### src/ptpm_pkg.sv
// constants and carrier types for the ptp on-the-fly packet modifier
package ptpm_pkg;
   // ****************************************
   // timing and sizes
   // ****************************************
   localparam int CLK_NS = 8;
   localparam int BUF_DELAY_NS = 320;
   localparam int BUF_CYC = BUF_DELAY_NS / CLK_NS;
   localparam int POS_W = 11;
   localparam int FCS_BYTES = 4;
   localparam int NS_BYTES = 4;
   localparam int UDP_CS_BACK = 2;
   // ****************************************
   // register map and fields
   // ****************************************
   localparam logic [7:0] A_CTRL = 8'h00;
   localparam logic [7:0] A_PLACE = 8'h04;
   localparam logic [7:0] A_STAT = 8'h08;
   localparam logic [7:0] A_PDNS = 8'h0C;
   localparam logic [31:0] CTRL_MASK = 32'h0000_FF07;
   localparam logic [31:0] PLACE_MASK = 32'h3F01_3F03;
   localparam int C_DIS = 0;
   localparam int C_TOP = 1;
   localparam int C_CLR = 2;
   localparam int C_ING = 8;
   localparam int C_EGR = 12;
   localparam int P_SSEL = 0;
   localparam int P_SOFF = 8;
   localparam int P_NEN = 16;
   localparam int P_NOFF = 24;
   // ****************************************
   // message layout and arithmetic
   // ****************************************
   localparam int OFF_LEN = 2;
   localparam int OFF_CF = 8;
   localparam int CF_BYTES = 8;
   localparam int CF_FRAC = 16;
   localparam int V2_OSEC = 34;
   localparam int V2_ONS = 40;
   localparam int V1_OSEC = 40;
   localparam int V1_ONS = 44;
   localparam logic [2:0] MT_SYNC = 3'h0;
   localparam logic [2:0] MT_PDREQ = 3'h2;
   localparam logic [2:0] MT_PDRESP = 3'h3;
   localparam logic [63:0] CF_MAX = 64'h7FFF_FFFF_FFFF_FFFF;
   localparam logic [63:0] NS_PER_SEC = 64'h0000_0000_3B9A_CA00;
   localparam logic [31:0] CRC_POLY = 32'hEDB8_8320;
   localparam logic [31:0] CRC_RES = 32'hDEBB_20E3;
   // ****************************************
   // carriers and state
   // ****************************************
   typedef struct packed {
      logic [7:0] data;
      logic valid;
      logic last;
   } ptpm_beat_type;
   typedef struct packed {
      logic ptp_udp4;
      logic ptp_udp6;
      logic ces;
      logic qualified;
      logic v2;
      logic [2:0] msg_type;
      logic [7:0] hdr_start;
   } ptpm_class_type;
   typedef struct packed {
      logic [BUF_CYC-1:0][7:0] bytes;
      logic [BUF_CYC-1:0] bval;
      logic [BUF_CYC-1:0] blast;
      logic [POS_W-1:0] in_pos, out_pos, len;
      logic [31:0] icrc, ocrc;
      logic fcs_good;
      logic [63:0] cf_in;
      logic [47:0] tsec;
      logic [29:0] tns;
      logic [15:0] delta, msglen;
      logic [7:0] fixlo;
      ptpm_beat_type out;
   } ptpm_dir_type;
   typedef struct packed {
      ptpm_dir_type [1:0] dir;
      logic [31:0] ctrl, place, rdata;
      logic [7:0] aaddr;
      logic awr;
      logic [3:0] pd_sec;
      logic [29:0] pd_ns;
   } ptpm_state_type;
endpackage
### src/ptpm_modifier.sv
// ptp on-the-fly packet modifier, ingress and egress byte paths
// What this block does
// - keep a bad incoming fcs unchanged
// - recompute fcs on every edited frame that arrived with a good fcs
// - fix v2 udp6 trailer bytes for checksum
// - no edits to v1 over udp6
// - keep max correction, saturate overflow to max
// - zero udp4 checksum whenever modifier not disabled and an ingress, egress or clear enable delays the path
// - same zeroing for ces frames when top mode
// - no correction edits on v1 messages
// - ingress enables insert 40-byte 320 ns delay
// - seconds select none, 8, 32 or 48 bits
// - seconds byte offset from header start
// - nanoseconds in low 30 of 4 bytes
// - stamps written most significant byte first
// - clear inserts zero stamp bytes on egress
// - egress enables insert 40-byte 320 ns delay
// - one-step sync writes origin timestamp
// - pdelay_resp adds egress minus pdelay_req stamp
// - latch each ingress pdelay_req stamp
// - delay/pdelay_req add ns plus 4 sec lsbs
`timescale 1ns/1ns
`default_nettype none
module ptpm_modifier import ptpm_pkg::*; (
   input wire logic core_clk,
   input wire logic srst,
   input wire logic hsel,
   input wire logic [31:0] haddr,
   input wire logic [1:0] htrans,
   input wire logic hwrite,
   input wire logic [2:0] hsize,
   input wire logic [31:0] hwdata,
   input wire logic hready,
   output logic hreadyout,
   output logic hresp,
   output logic [31:0] hrdata,
   input wire ptpm_beat_type ing_in,
   input wire ptpm_class_type ing_cls,
   output ptpm_beat_type ing_out,
   input wire ptpm_beat_type eg_in,
   input wire ptpm_class_type eg_cls,
   output ptpm_beat_type eg_out,
   input wire logic [47:0] tod_sec,
   input wire logic [29:0] tod_ns
);
   // ****************************************
   // helpers
   // ****************************************
   // crc registers hold the complement so that an all-zero reset is the seed
   function automatic logic [31:0] crc_byte(logic [31:0] c, logic [7:0] b);
      logic [31:0] x;
      x = c ^ {24'h00_0000, b};
      for (int i = 0; i < 8; i++) begin
         x = x[0] ? ((x >> 1) ^ CRC_POLY) : (x >> 1);
      end
      return x;
   endfunction
   function automatic logic [15:0] add1c(logic [15:0] a, logic [15:0] b);
      logic [16:0] s;
      s = {1'b0, a} + {1'b0, b};
      return s[15:0] + {15'h0000, s[16]};
   endfunction
   function automatic logic [7:0] pick(logic [63:0] v, int k);
      return 8'(v >> (8 * k));
   endfunction
   function automatic logic signed [11:0] sec_bytes(logic [1:0] sel);
      case (sel)
         2'h0: return 12'sd0;
         2'h1: return 12'sd1;
         2'h2: return 12'sd4;
         default: return 12'sd6;
      endcase
   endfunction
   function automatic logic [63:0] cf_sat(logic [63:0] cf, logic [63:0] a);
      logic [64:0] s;
      s = {cf[63], cf} + {a[63], a};
      if (cf == CF_MAX) return cf;
      if (s[64] != s[63]) return CF_MAX;
      return s[63:0];
   endfunction

   localparam int DLY = BUF_CYC + 1;
   ptpm_state_type s_r, s_nxt;
   logic ing_dly, eg_dly;
   logic [1:0] h_fcs, h_cf, h_z, h_ins;
   logic signed [11:0] orel [2];
   logic signed [11:0] so_chk, no_chk;

   assign ing_dly = |s_r.ctrl[C_ING +: 4];
   assign eg_dly = |s_r.ctrl[C_EGR +: 4] | s_r.ctrl[C_CLR];
   assign hreadyout = 1'b1;
   assign hresp = 1'b0;
   assign hrdata = s_r.rdata;
   assign ing_out = s_r.dir[0].out;
   assign eg_out = s_r.dir[1].out;

   // ****************************************
   // datapath and register file
   // ****************************************
   always_comb begin
      ptpm_beat_type b;
      ptpm_class_type c;
      logic dly, mod, q, ins, eon, tv, tl;
      logic [7:0] t, o;
      logic signed [11:0] rel, so, no, nb, ml;
      logic [63:0] v;
      logic [15:0] fix;
      logic [31:0] r;
      s_nxt = s_r;
      b = '0;
      c = '0;
      {dly, mod, q, ins, eon, tv, tl} = '0;
      {t, o, fix, v, r} = '0;
      {rel, so, no, nb, ml} = '0;
      {h_fcs, h_cf, h_z, h_ins} = '0;
      orel[0] = '0;
      orel[1] = '0;
      so = 12'(s_r.place[P_SOFF +: 6]);
      no = 12'(s_r.place[P_NOFF +: 6]);
      nb = sec_bytes(s_r.place[P_SSEL +: 2]);
      for (int d = 0; d < 2; d++) begin
         b = (d == 0) ? ing_in : eg_in;
         c = (d == 0) ? ing_cls : eg_cls;
         dly = (d == 0) ? ing_dly : eg_dly;
         // input side: original correction and incoming fcs check
         if (b.valid) begin
            rel = 12'(s_r.dir[d].in_pos) - 12'(c.hdr_start);
            if (rel >= OFF_CF && rel < OFF_CF + CF_BYTES) begin
               s_nxt.dir[d].cf_in = {s_r.dir[d].cf_in[55:0], b.data};
            end
            s_nxt.dir[d].icrc = ~crc_byte(~s_r.dir[d].icrc, b.data);
            s_nxt.dir[d].in_pos = s_r.dir[d].in_pos + 1'b1;
            if (b.last) begin
               s_nxt.dir[d].len = s_r.dir[d].in_pos + 1'b1;
               s_nxt.dir[d].fcs_good =
                  crc_byte(~s_r.dir[d].icrc, b.data) == CRC_RES;
               s_nxt.dir[d].icrc = '0;
               s_nxt.dir[d].in_pos = '0;
            end
         end
         // fixed-length delay line, one byte per clock
         s_nxt.dir[d].bytes = {s_r.dir[d].bytes[BUF_CYC-2:0], b.data};
         s_nxt.dir[d].bval = {s_r.dir[d].bval[BUF_CYC-2:0], b.valid};
         s_nxt.dir[d].blast = {s_r.dir[d].blast[BUF_CYC-2:0], b.last};
         t = s_r.dir[d].bytes[BUF_CYC-1];
         tv = s_r.dir[d].bval[BUF_CYC-1];
         tl = s_r.dir[d].blast[BUF_CYC-1];
         rel = 12'(s_r.dir[d].out_pos) - 12'(c.hdr_start);
         ml = 12'(s_r.dir[d].msglen);
         orel[d] = rel;
         mod = ~s_r.ctrl[C_DIS] & ~(c.ptp_udp6 & ~c.v2) & dly & tv;
         q = mod & c.qualified & ~c.msg_type[2];
         ins = (d == 0) ? q & s_r.ctrl[C_ING + int'(c.msg_type[1:0])]
                        : q & s_r.ctrl[C_CLR];
         eon = (d == 1) & q & s_r.ctrl[C_EGR + int'(c.msg_type[1:0])];
         h_ins[d] = ins;
         o = t;
         // inserted stamp, or its clearing on egress
         if (ins && rel >= so && rel < so + nb) begin
            o = (d == 0) ? pick(64'(s_r.dir[d].tsec), int'(nb - 1 - (rel - so)))
                         : 8'h00;
         end
         if (ins && s_r.place[P_NEN] && rel >= no && rel < no + NS_BYTES) begin
            o = (d == 0) ? pick(64'(s_r.dir[d].tns), int'(NS_BYTES - 1 - (rel - no)))
                         : 8'h00;
         end
         // one-step sync origin timestamp
         if (eon && c.msg_type == MT_SYNC) begin
            if (c.v2 && rel >= V2_OSEC && rel < V2_ONS) begin
               o = pick(64'(s_r.dir[d].tsec), V2_ONS - 1 - int'(rel));
            end
            if (c.v2 && rel >= V2_ONS && rel < V2_ONS + NS_BYTES) begin
               o = pick(64'(s_r.dir[d].tns), V2_ONS + NS_BYTES - 1 - int'(rel));
            end
            if (!c.v2 && rel >= V1_OSEC && rel < V1_ONS) begin
               o = pick(64'(s_r.dir[d].tsec), V1_ONS - 1 - int'(rel));
            end
            if (!c.v2 && rel >= V1_ONS && rel < V1_ONS + NS_BYTES) begin
               o = pick(64'(s_r.dir[d].tns), V1_ONS + NS_BYTES - 1 - int'(rel));
            end
         end
         // correction: sec lsbs in ns plus ns, less pdelay_req stamp for resp
         if (c.msg_type == MT_PDRESP) begin
            v = 64'(4'(s_r.dir[d].tsec[3:0] - s_r.pd_sec)) * NS_PER_SEC
                + 64'(s_r.dir[d].tns) - 64'(s_r.pd_ns);
         end else begin
            v = 64'(s_r.dir[d].tsec[3:0]) * NS_PER_SEC
                + 64'(s_r.dir[d].tns);
         end
         h_cf[d] = eon & c.v2 & (c.msg_type != MT_SYNC) &
                   (rel >= OFF_CF) & (rel < OFF_CF + CF_BYTES);
         if (h_cf[d]) begin
            o = pick(cf_sat(s_r.dir[d].cf_in, v << CF_FRAC),
                     OFF_CF + CF_BYTES - 1 - int'(rel));
         end
         // the checksum leaves before qualification is known, so zero it
         h_z[d] = mod & (c.ptp_udp4 | (c.ces & s_r.ctrl[C_TOP])) &
                  (rel < 0) & (rel >= -UDP_CS_BACK);
         if (h_z[d]) begin
            o = 8'h00;
         end
         // udp6 trailer word absorbs every change made in the message
         if (mod && c.ptp_udp6) begin
            if (rel == OFF_LEN) begin
               s_nxt.dir[d].msglen[15:8] = t;
            end
            if (rel == OFF_LEN + 1) begin
               s_nxt.dir[d].msglen[7:0] = t;
            end
            if (rel >= 0 && rel < ml) begin
               s_nxt.dir[d].delta = add1c(add1c(s_r.dir[d].delta,
                  rel[0] ? {8'h00, t} : {t, 8'h00}),
                  ~(rel[0] ? {8'h00, o} : {o, 8'h00}));
            end
            if (rel == ml) begin
               fix = add1c({t, s_r.dir[d].bytes[BUF_CYC-2]}, s_r.dir[d].delta);
               o = fix[15:8];
               s_nxt.dir[d].fixlo = fix[7:0];
            end
            if (rel == ml + 1) begin
               o = s_r.dir[d].fixlo;
            end
         end
         // frame check: replaced only when it arrived good
         h_fcs[d] = dly & tv & s_r.dir[d].fcs_good &
                    (s_r.dir[d].out_pos + POS_W'(FCS_BYTES) >= s_r.dir[d].len);
         if (h_fcs[d]) begin
            o = pick(64'(s_r.dir[d].ocrc), int'(s_r.dir[d].out_pos + POS_W'(FCS_BYTES)
                     - s_r.dir[d].len));
         end else if (tv) begin
            s_nxt.dir[d].ocrc = ~crc_byte(~s_r.dir[d].ocrc, o);
         end
         if (tv && s_r.dir[d].out_pos == '0) begin
            s_nxt.dir[d].tsec = tod_sec;
            s_nxt.dir[d].tns = tod_ns;
            s_nxt.dir[d].delta = '0;
         end
         if (tv) begin
            s_nxt.dir[d].out_pos = tl ? '0 : s_r.dir[d].out_pos + 1'b1;
         end
         if (tv && tl) begin
            s_nxt.dir[d].ocrc = '0;
         end
         if (d == 0 && tv && tl && c.qualified && c.v2 && c.msg_type == MT_PDREQ) begin
            s_nxt.pd_sec = s_r.dir[d].tsec[3:0];
            s_nxt.pd_ns = s_r.dir[d].tns;
         end
         s_nxt.dir[d].out = dly ? ptpm_beat_type'{data: o, valid: tv, last: tl}
                                : b;
      end
      // ahb-lite: write in data phase, read sampled after that write
      if (s_r.awr && s_r.aaddr == A_CTRL) begin
         s_nxt.ctrl = hwdata & CTRL_MASK;
      end
      if (s_r.awr && s_r.aaddr == A_PLACE) begin
         s_nxt.place = hwdata & PLACE_MASK;
      end
      case (haddr[7:0])
         A_CTRL: r = s_nxt.ctrl;
         A_PLACE: r = s_nxt.place;
         A_STAT: r = {24'h00_0000, s_r.pd_sec, 2'b00, eg_dly, ing_dly};
         A_PDNS: r = {2'b00, s_r.pd_ns};
         default: r = '0;
      endcase
      s_nxt.awr = hsel & hready & htrans[1] & hwrite;
      s_nxt.aaddr = haddr[7:0];
      if (hsel && hready && htrans[1] && !hwrite) begin
         s_nxt.rdata = r;
      end
   end

   always_ff @(posedge core_clk) begin
      s_r <= srst ? '0 : s_nxt;
   end

   assign so_chk = 12'(s_r.place[P_SOFF +: 6]);
   assign no_chk = 12'(s_r.place[P_NOFF +: 6]);
endmodule // ptpm_modifier
`default_nettype wire

### config.mk
export PLATFORM = sky130hd
export DESIGN_NAME = ptpm_modifier
export DESIGN_NICKNAME = d
export VERILOG_FILES = /design/src/ptpm_pkg.sv /design/src/ptpm_modifier.sv
export SDC_FILE = /design/constraint.sdc
export NUM_CORES = 2
export LEC_CHECK = 0
export BUFFER_PORTS_ARGS = -buffer_cell sky130_fd_sc_hd__buf_2
export CAP_MARGIN = 20
export CORE_ASPECT_RATIO = 1.2
export CORE_UTILIZATION = 48
export CTS_CLUSTER_SIZE = 25
export DETAILED_ROUTE_END_ITERATION = 6
export GPL_TIMING_DRIVEN = 0
export PLACE_DENSITY = 0.7
export SYNTH_ARGS = -nofsm -noshare
export SYNTH_HDL_FRONTEND = slang
export SYNTH_SLANG_ARGS = --single-unit
### constraint.sdc
create_clock -name core_clk -period 22.7 [get_ports core_clk]
set_input_delay 3.405 -clock core_clk [delete_from_list [all_inputs] [get_ports core_clk]]
set_output_delay 3.405 -clock core_clk [all_outputs]
set_load 0.01 [all_outputs]
==> metrics.txt <==
# TYPE chip_impl_metric gauge
chip_impl_metric{name="gp_routability_congestion",unit=""} 1.02
chip_impl_metric{name="finalInstanceArea",unit="mm2"} 0.0832
chip_impl_metric{name="total_power",unit="mW"} 5.60
chip_impl_metric{name="total_length_of_routed_met3_wires",unit="um"} 18500
chip_impl_metric{name="leakagePower",unit="nW"} 34.3
chip_impl_info{name="crit_slowest_cell",value="dfxtp_1"} 1
chip_impl_metric{name="cp_data_required_time",unit="ns"} 23.36
chip_impl_metric{name="cts_max_level",unit=""} 4
chip_impl_metric{name="post_layout_nonfiller_instances",unit=""} 10700
chip_impl_metric{name="maximum_vdd_ir_drop",unit="mV"} 0.0755
chip_impl_metric{name="grtUsageTotal",unit=""} 0.298
chip_impl_metric{name="die_height",unit="um"} 433
chip_impl_metric{name="routedWlPerCell",unit="um"} 22.2
chip_impl_metric{name="worst_pin_slew",unit="ns"} 1.17
chip_impl_metric{name="finish.utilization",unit=""} 0.543
chip_impl_metric{name="fin_crit",unit="ns"} 18.43
chip_impl_metric{name="distinct_cell_type_count_of_the_synthesized_netlist",unit=""} 115
chip_impl_metric{name="clock_sinks",unit=""} 1447
chip_impl_metric{name="place_inst",unit=""} 10500
chip_impl_metric{name="clock_insertion_delay_worst_skew",unit="ns"} 0.81
chip_impl_metric{name="cts.path.max_buffers",unit=""} 3
chip_impl_metric{name="ioPinCount",unit=""} 258
chip_impl_metric{name="dp_worst_setup_slack",unit="ns"} 4.66
chip_impl_metric{name="placed_cell_area",unit="mm2"} 0.0782
chip_impl_metric{name="setup_buffers_after_cts",unit=""} 0
chip_impl_info{name="yosys_most_used_dff",value="dfxtp_1"} 1
chip_impl_metric{name="design.die.area",unit="mm2"} 0.157
chip_impl_info{name="path_class",value="reg2reg"} 1
chip_impl_metric{name="clock_transition_at_the_registers_of_the_reported_paths",unit="ns"} 0.07
chip_impl_metric{name="setup-violations-final",unit=""} 0
chip_impl_metric{name="vias",unit=""} 61000
chip_impl_metric{name="cts_hold_buffers",unit=""} 0
chip_impl_info{name="end_kind",value="register"} 1
chip_impl_info{name="top_layer_used",value="met5"} 1
chip_impl_metric{name="nNetsFinal",unit=""} 9411
chip_impl_metric{name="floorplan.initialDensity",unit=""} 0.485
chip_impl_metric{name="numCtsBuffers",unit=""} 144
chip_impl_metric{name="drc_errors",unit=""} 0
chip_impl_info{name="worst_setup_path_start_kind",value="register"} 1
chip_impl_metric{name="avgSynthCellArea",unit="um2"} 9.01
chip_impl_metric{name="max_stage_delay_on_crit_path",unit="ns"} 0.97
chip_impl_metric{name="synthArstFlopShare",unit=""} 0
chip_impl_metric{name="first_pass_iters",unit=""} 6
chip_impl_metric{name="grt_start_max_net_pins",unit=""} 17
chip_impl_metric{name="finalWorstSetupSlack",unit="ns"} 4.27
chip_impl_metric{name="worstPathArrival",unit="ns"} 19.09
chip_impl_metric{name="die_w",unit="um"} 361
chip_impl_metric{name="maxCapViolCount",unit=""} 0
chip_impl_metric{name="rows",unit=""} 157
chip_impl_metric{name="placeableCoreArea",unit="mm2"} 0.153
chip_impl_metric{name="min_period_over_period",unit=""} 0.812
chip_impl_metric{name="port-buffer-count",unit=""} 213
chip_impl_info{name="grt_setup_unrepaired",value="false"} 1
chip_impl_info{name="cell_at_the_root_of_the_clock_tree",value="clkbuf_16"} 1
chip_impl_metric{name="postSynthCellCount",unit=""} 8253
chip_impl_info{name="most-common-layout-cells",value="dfxtp_1 (1447), nor2b_1 (878), nand2_1 (763), nor2_1 (588), a21oi_1 (565)"} 1
chip_impl_metric{name="timing.critical_path.fanout_max",unit=""} 12
chip_impl_metric{name="maxClockFrequency",unit="GHz"} 0.0543
chip_impl_metric{name="detail_route.wirelength.met1",unit="um"} 98600
chip_impl_metric{name="synth-seq-area-share",unit=""} 0.389
chip_impl_info{name="worst_path_dominant_cell_family",value="compound AO/OA/AOI/OAI gates"} 1
chip_impl_metric{name="slew_headroom",unit=""} 0.221
chip_impl_metric{name="via_per_inst",unit=""} 5.68
chip_impl_metric{name="fin_worst_skew",unit="ns"} 0.0333
chip_impl_metric{name="grt_antenna_before_repair",unit=""} 38
chip_impl_metric{name="areaGrowthSynthToFinish",unit="%"} 11.8
chip_impl_metric{name="grt.overflow.total",unit=""} 0
chip_impl_metric{name="grt_pass1_vias",unit=""} 58400
chip_impl_info{name="outcome",value="complete, no violations"} 1
chip_impl_metric{name="synth_enable_flop_cells",unit=""} 0
chip_impl_metric{name="mappedNetlistNets",unit=""} 9034
chip_impl_metric{name="detailedRoute.firstIterationViolations",unit=""} 5148
chip_impl_metric{name="syn_area",unit="mm2"} 0.0744
chip_impl_metric{name="critPathBufInv",unit=""} 5
chip_impl_info{name="hold_class",value="reg2reg"} 1
chip_impl_metric{name="route.antenna.remaining_nets",unit=""} 0
chip_impl_metric{name="synth-seq-cells",unit=""} 1447
chip_impl_metric{name="synthesis.yosys.warnings",unit=""} 0
chip_impl_metric{name="total_neg_setup_slack",unit="ns"} 0
chip_impl_metric{name="drv_slew",unit=""} 0
chip_impl_info{name="tritoncts_clock_tree",value="yes"} 1
chip_impl_info{name="layout.cells.most_common",value="dfxtp_1"} 1
chip_impl_metric{name="place_hpwl",unit="um"} 188000
chip_impl_metric{name="wl_met2",unit="um"} 106000
chip_impl_metric{name="finalHoldViolations",unit=""} 0
chip_impl_metric{name="pwr_density_cell",unit="mW/mm2"} 67.3
chip_impl_metric{name="postCtsResizedCells",unit=""} 0
chip_impl_metric{name="wire_length_of_the_first_global_routing_pass",unit="um"} 354000
chip_impl_metric{name="hold-worst-slack",unit="ns"} 0.423
chip_impl_metric{name="drive_above_1_share",unit=""} 0.0822
chip_impl_metric{name="postRouteWirelength",unit="um"} 238000
-- area by class of cell --
cell class	instances	area, um2
inverter	333	1250
clock inverter	57	747
timing repair buffer	231	1300
clock buffer	204	4200
sequential	1447	29000
multi-input combinational	6049	42400
tap	1987	2490
buffer	424	1830
fill	13900	70000
antenna	9	22.5
-- cell usage after synthesis (109+ instances only) --
| cell type | n | area (um2) |
|---|---|---|
| mux2i_1 | 153 | 1530 |
| ha_1 | 516 | 6460 |
| a211oi_1 | 144 | 1080 |
| xor2_1 | 201 | 1760 |
| a21oi_1 | 565 | 2830 |
| a21o_1 | 109 | 818 |
| o21ai_0 | 229 | 1150 |
| dfxtp_1 | 1447 | 29000 |
| nand2_1 | 763 | 2860 |
| clkbuf_1 | 335 | 1260 |
| nor2b_1 | 878 | 5490 |
| nand3_1 | 149 | 746 |
| nor2_1 | 588 | 2210 |
| xnor2_1 | 435 | 3810 |
| inv_1 | 324 | 1220 |
-- registers in the layout, summed over array words and instances (netlist names) --
name / count
hrdata: 32
no_chk: 6
eg_out: 10
s_r: 609
ing_out: 10
s_nxt: 780
-- logic make-up after synthesis --
family          share of synthesized area
compound gates                      0.141
xor+xnor                           0.0831
fa+ha+maj                           0.103
buf+inv                            0.0413
flops                               0.389
mux                                0.0372
other cells                      0.000101
simple gates                        0.204
-- report_power, final --
group	leakage, nW	switching [mW]	internal (mW)
combinational	20.2	0.342	0.193
sequential	11.7	0.0183	2.57
clock	2.43	1.06	1.41
-- final timing paths --
kind	start	cells after the start	slack (ns)	end
min	s_nxt[526]	1	0.42	s_nxt[534]
max reg2reg	s_r[909]	77	4.27	s_r[877]
max	s_r[909]	77	4.27	s_r[877]
min reg2reg	s_nxt[526]	1	0.42	s_nxt[534]
-- metal layers --
metal,GRT usage,vias to the layer above
met3,0.0610,603
met4,0.172,38
li1,-,29000
met2,0.477,2260
met1,0.371,29100
met5,0,-
Note: power is estimated with default switching activity, not from simulation.
